## config.mk

```make
export PLATFORM = sky130hd
export DESIGN_NAME = pfr_fault_resp
export DESIGN_NICKNAME = d
export VERILOG_FILES = /design/src/hw/pfr_pkg.sv /design/src/hw/pfr_fault_resp.sv
export SDC_FILE = /design/constraint.sdc
export NUM_CORES = 1
export LEC_CHECK = 0
export ABC_AREA = 1
export CAP_MARGIN = 20
export CORE_MARGIN = 2
export CORE_UTILIZATION = 27
export CTS_CLUSTER_DIAMETER = 30
export DETAILED_ROUTE_END_ITERATION = 10
export DONT_BUFFER_PORTS = 1
export GPL_ROUTABILITY_DRIVEN = 1
export SYNTH_ARGS = -nofsm -noshare
export SYNTH_HDL_FRONTEND = slang
export SYNTH_SLANG_ARGS = --single-unit
```

## constraint.sdc

```tcl
create_clock -name clk -period 1.5 [get_ports clk]
set_input_delay 0.3 -clock clk [delete_from_list [all_inputs] [get_ports clk]]
set_output_delay 0.3 -clock clk [all_outputs]
set_load 0.03 [all_outputs]
```

## src/hw/pfr_pkg.sv

```systemverilog
// Constants for the ADC and start-up timeout fault response block
package pfr_pkg;
  localparam int          PFR_NCH          = 8;
  // Command codes of the reaction settings and of fault clearing
  localparam logic [7:0]  PFR_CMD_CLEAR    = 8'h03;
  localparam logic [7:0]  PFR_CMD_OT       = 8'h50;
  localparam logic [7:0]  PFR_CMD_UT       = 8'h54;
  localparam logic [7:0]  PFR_CMD_VIN_OV   = 8'h56;
  localparam logic [7:0]  PFR_CMD_VIN_UV   = 8'h5A;
  localparam logic [7:0]  PFR_CMD_TON_MAX  = 8'h63;
  // Field layout of a reaction byte
  localparam int          PFR_ACT_MSB      = 7;
  localparam int          PFR_ACT_LSB      = 6;
  localparam int          PFR_RET_MSB      = 5;
  localparam int          PFR_RET_LSB      = 3;
  localparam logic [2:0]  PFR_DELAY_FIXED  = 3'h0;
  localparam logic [7:0]  PFR_REACT_RST    = 8'h00;
  // Summary word bits
  localparam int          PFR_SW_VOUT      = 15;
  localparam int          PFR_SW_INPUT     = 13;
  localparam int          PFR_SW_VIN_UV    = 3;
  localparam int          PFR_SW_TEMP      = 2;
  localparam int          PFR_SW_HIGH      = 0;
  // Detail flag bits
  localparam int          PFR_IN_OV        = 7;
  localparam int          PFR_IN_UV        = 4;
  localparam int          PFR_TP_OT        = 7;
  localparam int          PFR_TP_UT        = 4;
  localparam int          PFR_VO_TON_MAX   = 2;
  typedef enum logic [1:0] {
    PFR_CH_RUN   = 2'b01,
    PFR_CH_LATCH = 2'b10
  } pfr_ch_t;
endpackage : pfr_pkg

```

## src/hw/pfr_fault_resp.sv

```systemverilog
// Fault response, status flags, alert and retry control for eight channels
`timescale 1ns/10ps
module pfr_fault_resp
  import pfr_pkg::*;
(
  input  wire logic                clk,
  input  wire logic                rst_n,
  input  wire logic                cmd_wr,
  input  wire logic                cmd_rd,
  input  wire logic [7:0]          cmd_code,
  input  wire logic [7:0]          cmd_data,
  output      logic [7:0]          rd_data,
  input  wire logic                adc_valid,
  input  wire logic                adc_ot,
  input  wire logic                adc_ut,
  input  wire logic                adc_vin_ov,
  input  wire logic                adc_vin_uv,
  input  wire logic [PFR_NCH-1:0]  ton_max_fault,
  input  wire logic [PFR_NCH-1:0]  chan_seq_mode,
  input  wire logic [PFR_NCH-1:0]  chan_on_cmd,
  input  wire logic [PFR_NCH-1:0]  chan_is_off,
  input  wire logic [2:0]          retry_limit,
  input  wire logic [PFR_NCH-1:0]  channel_on_pin,
  input  wire logic                bias_ok,
  output      logic [PFR_NCH-1:0]  chan_off_now,
  output      logic [PFR_NCH-1:0]  chan_seq_off,
  output      logic [PFR_NCH-1:0]  chan_restart,
  output      logic [PFR_NCH-1:0]  chan_latched,
  output      logic [15:0]         status_word,
  output      logic [7:0]          status_input,
  output      logic [7:0]          status_temp,
  output      logic [PFR_NCH-1:0]  ton_max_flags,
  output      logic                host_alert_line_o,
  output      logic                host_alert_line_oe
);

  typedef struct packed {
    logic [7:0]                react_ot;
    logic [7:0]                react_ut;
    logic [7:0]                react_ov;
    logic [7:0]                react_uv;
    logic [7:0]                react_ton;
    logic [7:0]                rdat;
    logic [PFR_NCH-1:0]        pin_s1;
    logic [PFR_NCH-1:0]        pin_s2;
    logic [PFR_NCH-1:0]        pin_s3;
    logic [PFR_NCH-1:0]        pin_ag;
    logic [2:0]                bias_s;
    logic                      bias_ag;
    pfr_ch_t [PFR_NCH-1:0]     ch;
    logic [PFR_NCH-1:0][2:0]   ret;
    logic [PFR_NCH-1:0][2:0]   cnt;
    logic [PFR_NCH-1:0]        off_p;
    logic [PFR_NCH-1:0]        seq_p;
    logic [PFR_NCH-1:0]        rst_p;
    logic [15:0]               sw;
    logic [7:0]                sin;
    logic [7:0]                stp;
    logic [PFR_NCH-1:0]        svo;
    logic                      alert;
  } pfr_state_t;

  pfr_state_t state_ff;
  pfr_state_t nxt_state;

  // ****************************************************************
  // Next state
  // ****************************************************************
  always_comb begin
    logic                clr;
    logic                ot_e;
    logic                ut_e;
    logic                ov_e;
    logic                uv_e;
    logic                adc_stop;
    logic [2:0]          adc_ret;
    logic [15:0]         sw_set;
    logic [7:0]          in_set;
    logic [7:0]          tp_set;
    logic [PFR_NCH-1:0]  tog;
    logic                bias_back;
    logic                stop;
    logic [2:0]          rret;
    nxt_state = state_ff;
    nxt_state.off_p = '0;
    nxt_state.seq_p = '0;
    nxt_state.rst_p = '0;
    clr    = cmd_wr && (cmd_code == PFR_CMD_CLEAR);
    // Readings act in the cycle they arrive
    ot_e   = adc_valid & adc_ot;
    ut_e   = adc_valid & adc_ut;
    ov_e   = adc_valid & adc_vin_ov;
    uv_e   = adc_valid & adc_vin_uv;
    // Last active fault in this order supplies the retry field
    adc_stop = 1'b0;
    adc_ret  = 3'h0;
    stop     = 1'b0;
    if (uv_e && state_ff.react_uv[PFR_ACT_MSB:PFR_ACT_LSB] != 2'h0) begin
      adc_stop = 1'b1;
      adc_ret  = state_ff.react_uv[PFR_RET_MSB:PFR_RET_LSB];
    end
    if (ov_e && state_ff.react_ov[PFR_ACT_MSB:PFR_ACT_LSB] != 2'h0) begin
      adc_stop = 1'b1;
      adc_ret  = state_ff.react_ov[PFR_RET_MSB:PFR_RET_LSB];
    end
    if (ut_e && state_ff.react_ut[PFR_ACT_MSB:PFR_ACT_LSB] != 2'h0) begin
      adc_stop = 1'b1;
      adc_ret  = state_ff.react_ut[PFR_RET_MSB:PFR_RET_LSB];
    end
    if (ot_e && state_ff.react_ot[PFR_ACT_MSB:PFR_ACT_LSB] != 2'h0) begin
      adc_stop = 1'b1;
      adc_ret  = state_ff.react_ot[PFR_RET_MSB:PFR_RET_LSB];
    end
    // Status flags, set wins over clear
    sw_set = '0;
    in_set = '0;
    tp_set = '0;
    sw_set[PFR_SW_TEMP]   = ot_e | ut_e;
    sw_set[PFR_SW_VIN_UV] = uv_e;
    sw_set[PFR_SW_INPUT]  = ov_e | uv_e;
    sw_set[PFR_SW_HIGH]   = ov_e | (|ton_max_fault);
    sw_set[PFR_SW_VOUT]   = |ton_max_fault;
    in_set[PFR_IN_OV]     = ov_e;
    in_set[PFR_IN_UV]     = uv_e;
    tp_set[PFR_TP_OT]     = ot_e;
    tp_set[PFR_TP_UT]     = ut_e;
    nxt_state.sw  = (clr ? 16'h0000 : state_ff.sw) | sw_set;
    nxt_state.sin = (clr ? 8'h00 : state_ff.sin) | in_set;
    nxt_state.stp = (clr ? 8'h00 : state_ff.stp) | tp_set;
    nxt_state.svo = (clr ? '0 : state_ff.svo) | ton_max_fault;
    nxt_state.alert = (state_ff.alert & ~clr) | ot_e | ut_e | ov_e | uv_e
                      | (|ton_max_fault);
    // Reaction settings; the delay field is fixed
    if (cmd_wr) begin
      if (cmd_code == PFR_CMD_OT) begin
        nxt_state.react_ot = {cmd_data[7:3], PFR_DELAY_FIXED};
      end else if (cmd_code == PFR_CMD_UT) begin
        nxt_state.react_ut = {cmd_data[7:3], PFR_DELAY_FIXED};
      end else if (cmd_code == PFR_CMD_VIN_OV) begin
        nxt_state.react_ov = {cmd_data[7:3], PFR_DELAY_FIXED};
      end else if (cmd_code == PFR_CMD_VIN_UV) begin
        nxt_state.react_uv = {cmd_data[7:3], PFR_DELAY_FIXED};
      end else if (cmd_code == PFR_CMD_TON_MAX) begin
        nxt_state.react_ton = {cmd_data[7:3], PFR_DELAY_FIXED};
      end
    end
    if (cmd_rd) begin
      if (cmd_code == PFR_CMD_OT) begin
        nxt_state.rdat = state_ff.react_ot;
      end else if (cmd_code == PFR_CMD_UT) begin
        nxt_state.rdat = state_ff.react_ut;
      end else if (cmd_code == PFR_CMD_VIN_OV) begin
        nxt_state.rdat = state_ff.react_ov;
      end else if (cmd_code == PFR_CMD_VIN_UV) begin
        nxt_state.rdat = state_ff.react_uv;
      end else if (cmd_code == PFR_CMD_TON_MAX) begin
        nxt_state.rdat = state_ff.react_ton;
      end else begin
        nxt_state.rdat = 8'h00;
      end
    end
    // Pins: a change counts once stages two and three agree
    nxt_state.pin_s1 = channel_on_pin;
    nxt_state.pin_s2 = state_ff.pin_s1;
    nxt_state.pin_s3 = state_ff.pin_s2;
    nxt_state.pin_ag = state_ff.pin_ag ^ ((state_ff.pin_s2 ^ state_ff.pin_ag)
                       & ~(state_ff.pin_s2 ^ state_ff.pin_s3));
    tog = nxt_state.pin_ag ^ state_ff.pin_ag;
    nxt_state.bias_s = {state_ff.bias_s[1:0], bias_ok};
    if (state_ff.bias_s[1] == state_ff.bias_s[2]) begin
      nxt_state.bias_ag = state_ff.bias_s[2];
    end
    bias_back = nxt_state.bias_ag & ~state_ff.bias_ag;
    // Per-channel latch and retry
    rret = state_ff.react_ton[PFR_RET_MSB:PFR_RET_LSB];
    for (int i = 0; i < PFR_NCH; i++) begin
      logic       tstop;
      tstop = ton_max_fault[i]
              && state_ff.react_ton[PFR_ACT_MSB:PFR_ACT_LSB] != 2'h0;
      stop  = adc_stop | tstop;
      case (state_ff.ch[i])
        PFR_CH_RUN: begin
          if (stop) begin
            nxt_state.ch[i]    = PFR_CH_LATCH;
            nxt_state.ret[i]   = tstop ? rret : adc_ret;
            nxt_state.off_p[i] = ~chan_seq_mode[i];
            nxt_state.seq_p[i] = chan_seq_mode[i];
          end
          if (chan_on_cmd[i] || tog[i] || bias_back) begin
            nxt_state.cnt[i] = 3'h0;
          end
        end
        PFR_CH_LATCH: begin
          if (chan_on_cmd[i] || tog[i] || bias_back) begin
            nxt_state.ch[i]  = PFR_CH_RUN;
            nxt_state.cnt[i] = 3'h0;
          end else if (stop || !state_ff.bias_ag || !state_ff.pin_ag[i]) begin
            nxt_state.ret[i] = 3'h0;
          end else if (state_ff.ret[i] != 3'h0 && chan_is_off[i]
                       && state_ff.cnt[i] < retry_limit) begin
            nxt_state.ch[i]    = PFR_CH_RUN;
            nxt_state.rst_p[i] = 1'b1;
            nxt_state.cnt[i]   = state_ff.cnt[i] + 3'h1;
          end
        end
        default: nxt_state.ch[i] = PFR_CH_LATCH;
      endcase
    end
  end

  always_ff @(posedge clk or negedge rst_n) begin
    if (!rst_n) begin
      state_ff <= '{react_ot: PFR_REACT_RST, react_ut: PFR_REACT_RST,
                    react_ov: PFR_REACT_RST, react_uv: PFR_REACT_RST,
                    react_ton: PFR_REACT_RST, ch: '{default: PFR_CH_RUN},
                    default: '0};
    end else begin
      state_ff <= nxt_state;
    end
  end

  assign rd_data            = state_ff.rdat;
  assign chan_off_now       = state_ff.off_p;
  assign chan_seq_off       = state_ff.seq_p;
  assign chan_restart       = state_ff.rst_p;
  assign status_word        = state_ff.sw;
  assign status_input       = state_ff.sin;
  assign status_temp        = state_ff.stp;
  assign ton_max_flags      = state_ff.svo;
  assign host_alert_line_o  = 1'b0;
  assign host_alert_line_oe = state_ff.alert;
  for (genvar g = 0; g < PFR_NCH; g++) begin : g_lat
    assign chan_latched[g] = (state_ff.ch[g] == PFR_CH_LATCH);
  end
endmodule : pfr_fault_resp

```

==> flow_metrics.env <==
export IMPL_outcome="finished, violations left"
export IMPL_failed_checks="negative hold slack, negative setup slack"
export IMPL_cells_along_the_critical_path="inv_1 > nand2_2 > nand2_4 > nand2_4 > nor2_8 > buf_12 > buf_12 > nand3_4 > nand2_4 > nand3_4 > nand2_1 > nand2_1"
export IMPL_first_global_vias=7603
export IMPL_cts_htree_levels=4
export IMPL_synthTopCellsByCount="274 x nand2_1, 164 x dfrtp_1, 148 x inv_1"
export IMPL_synth_seq_cells=172
export IMPL_synth_flop_cell="dfrtp_1"
export IMPL_yosys_cell_types_count=33
export IMPL_drt_pass1_iterations=5
export IMPL_worst_setup_path_start_kind="flop"
export IMPL_overflow=0
export IMPL_postLayoutCellArea_mm2=0.01209
export IMPL_dr_first_iter_drc_count=412
export IMPL_num_rows=68
export IMPL_avgSynthCellArea_um2=8.192
export IMPL_comb_power_share=0.329
export IMPL_core_area_mm2=0.03437
export IMPL_worst_case_setup_margin_in_the_final_layout_ns=-0.07851
export IMPL_total_number_of_vias=7674
export IMPL_syn_area_mm2=0.009371
export IMPL_fmax_mhz=633.5
export IMPL_worst_path_dominant_cell_family="simple AND/OR/NAND/NOR gates"
export IMPL_final_core_utilization=0.3516
export IMPL_synth_sequential_area_ratio=0.4603
export IMPL_drive_gt1_frac=0.2641
export IMPL_power_mw=15.23
export IMPL_detail_route_wl_per_cell_um=14.94
export IMPL_post_synth_top_area_fraction=0.4379
export IMPL_timing_critical_path_slowest_stage_cell="dfrtp_1"
export IMPL_endpoint_kind="flop"
export IMPL_cpMostUsedCell="nand2_4"
export IMPL_grt_setup_unrepaired="yes"
export IMPL_post_synth_top_count_cell="nand2_1"
export IMPL_synthArstFlopShare=1.000
export IMPL_seq_power_share=0.366
export IMPL_post_layout_nonfiller_instances=1735
export IMPL_setup_violations_final=67
export IMPL_skew_ns=0.008375
export IMPL_static_leakage_power_nw=6.447
export IMPL_timing_hold_violations_final=172
export IMPL_antenna_cells_inserted=0
export IMPL_internal_cell_power_mw=9.854
export IMPL_path_class="reg -> reg"
export IMPL_clkSinkCount=172
export IMPL_worst_hold_path_type="in -> async"
export IMPL_synth_edf_count=0
export IMPL_synth_area_leader_cell="dfrtp_1"
export IMPL_fp_dieH_um=190.3
export IMPL_cp_required_ns=1.82
export IMPL_post_place_cells=1648
export IMPL_dp_final_hpwl_um=17790
export IMPL_clock_transition_at_path_regs_ns=0.07
export IMPL_shortest_period_the_worst_path_allows_ns=1.579
export IMPL_ant_nets=0
export IMPL_grt_total_usage=0.1446
export IMPL_worst_skew_pair_late_latency_ns=0.44
export IMPL_layout_filler_cells=3537
export IMPL_first_pass_grt_wire_length_um=40250
export IMPL_hold_ws_ns=-0.4412
export IMPL_die_x_um=190.3
export IMPL_timing_critical_path_buf_inv=3
export IMPL_io_buffer_count=0
export IMPL_clock_tree_root_cell="clkbuf_16"
export IMPL_timing_critical_path_fanout_max=7
export IMPL_clock_power_share=0.306
export IMPL_initial_antenna_violation_count=1
export IMPL_yosysWarningCount=0
export IMPL_number_of_maximum_capacitance_constraint_violations=0
export IMPL_areaGrowthSynthToFinish_pct=28.96
export IMPL_post_dp_cell_area_mm2=0.01032
export IMPL_routed_via_density=4.423
export IMPL_switching_share_of_total_power=0.3528
export IMPL_drc_errors=0
export IMPL_start_util=0.2726
export IMPL_floorplan_die_area_mm2=0.03622
export IMPL_p_switching_mw=5.373
export IMPL_worst_ep_arrival_time_ns=1.90
export IMPL_syn_inst=1144
export IMPL_synth_top_cells_by_area="dfrtp_1 44%, nand2_1 11%, buf_4 6.6%"
export IMPL_final_net_count=1360
export IMPL_longest_individual_stage_delay_on_the_worst_path_ns=0.38
export IMPL_grt_start_max_net_pins=173
export IMPL_number_of_buffers_on_the_longest_clock_path=2
export IMPL_cts_hold_fix_buffers=21
export IMPL_place_congestion=0.8115
export IMPL_routed_wirelength_um=25930
export IMPL_cts_tree="done"
export IMPL_design_portCount=151
export IMPL_p_per_area_mw_per_mm2=1260
export IMPL_finalMaxSlewViolations=0
export IMPL_power_ir_vdd_worst_uv=814.0
export IMPL_fin_crit_sh=1.052
export IMPL_total_clock_buffers_created_by_cts=17
## power groups by stage
stage / logic [mW] / clock network [mW] / registers (mW)
finish: 5.00 / 4.66 / 5.57
detailed placement: 3.82 / 0 / 5.59
floorplan: 3.01 / 0 / 5.47
global placement: 3.73 / 0 / 5.57
CTS: 4.46 / 4.82 / 5.53
global route: 5.55 / 4.97 / 5.62
## path summary, 6_finish.rpt
| check | startpoint | to | slack (ns) | cells past startpoint |
|---|---|---|---|---|
| min in group clk | ton_max_fault[6] | ton_max_flags[6]$_DFF_PN0_ | 0.04 | 2 |
| worst max register to register | state_ff[204]$_DFFE_PN0P_ | state_ff[81]$_DFFE_PN0P_ | -0.08 | 12 |
| worst min-delay path | rst_n | chan_off_now[5]$_DFF_PN0_ | -0.44 | 0 |
| worst max-delay path | state_ff[204]$_DFFE_PN0P_ | state_ff[81]$_DFFE_PN0P_ | -0.08 | 12 |
| max in group asynchronous | rst_n | state_ff[117]$_DFFE_PN1P_ | 1.60 | 0 |
| worst min register to register | nxt_state[152]$_DFF_PN0_ | nxt_state[144]$_DFF_PN0_ | 0.35 | 0 |
## through the flow
stage / TNS, ns / worst slack, ns
final: -2.578 / -0.07851
after floorplan: 0 / 0.03622
after CTS: -3.152 / -0.1053
after detailed placement: -9.485 / -0.1891
after global routing: -10.38 / -0.1841
after global placement: -7.692 / -0.1989
## registers in the layout, summed over array words and instances, names as in the netlist, 5 cells and up
register and flops:
nxt_state 18, chan_off_now 8, status_word 5, state_ff 107, rd_data 5, chan_seq_off 8, chan_restart 8, ton_max_flags 8
## layer usage
metal | vias to the layer above | track usage | part of all wire | routed length, um
met5 | - | 0 | 0.00050 | 13
met4 | 2 | 0.04711 | 0.023 | 603
met3 | 38 | 0.04398 | 0.064 | 1651
met2 | 189 | 0.2434 | 0.49 | 12660
met1 | 3630 | 0.1761 | 0.42 | 10990
li1 | 3815 | - | - | -
## cells by family (layout without fill, tap and decap cells)
| logic type | count (synthesis) | count (layout) | synth area share |
|---|---|---|---|
| other | 1 | 27 | 0.0004001 |
| and+or+nand+nor | 630 | 635 | 0.3255 |
| DFF | 172 | 172 | 0.4603 |
| xor gates and xnor gates | 8 | 8 | 0.007477 |
| AOI/OAI and AO/OA | 58 | 58 | 0.03231 |
| adders and majority gates | 32 | 32 | 0.04059 |
| buffers and inverters | 243 | 348 | 0.1334 |
## layout by cell type (no fill, tap or decap), drive strengths merged
| cell type | count |
|---|---|
| ha | 24 |
| o21ai | 41 |
| buf | 141 |
| clkbuf | 20 |
| nor2 | 114 |
| dfstp | 8 |
| bufinv | 3 |
| clkinvlp | 5 |
| inv | 156 |
| nor3 | 12 |
| nand4 | 51 |
| clkinv | 2 |
| nand2 | 310 |
| nand3b | 14 |
| maj3 | 8 |
| a21oi | 16 |
| nand3 | 134 |
| dlygate4sd3 | 21 |
| xnor2 | 8 |
| conb | 27 |
| dfrtp | 164 |
| a31oi | 1 |
## worst register-to-register path: stages (launching register included)
cell and delay, ns:
dfrtp_1 0.38, inv_1 0.06, nand2_2 0.07, nand2_4 0.08, nand2_4 0.06, nor2_8 0.12, buf_12 0.14, buf_12 0.14
nand3_4 0.10, nand2_4 0.13, nand3_4 0.08, nand2_1 0.06, nand2_1 0.04
## cell type report
class,instances,area (um^2),share of cell area
Timing Repair Buffer,162,1545,0.1279
Inverter,154,580.6,0.04804
Sequential cell,172,4314,0.3570
Multi-Input combinational cell,760,4467,0.3696
Tap cell,455,569.3,0.04711
Clock inverter,12,162.7,0.01346
Clock buffer,20,446.7,0.03696
## timing repair
item / 4_1_cts / 5_1_grt
hold endpoints to repair: 205 / 172
resized for setup: 78 / 88
cloned: 6 / 0
pin swaps: 24 / 34
setup buffers: 19 / 12
setup endpoints to repair: 89 / 95
(Power assumes the default switching activity.)
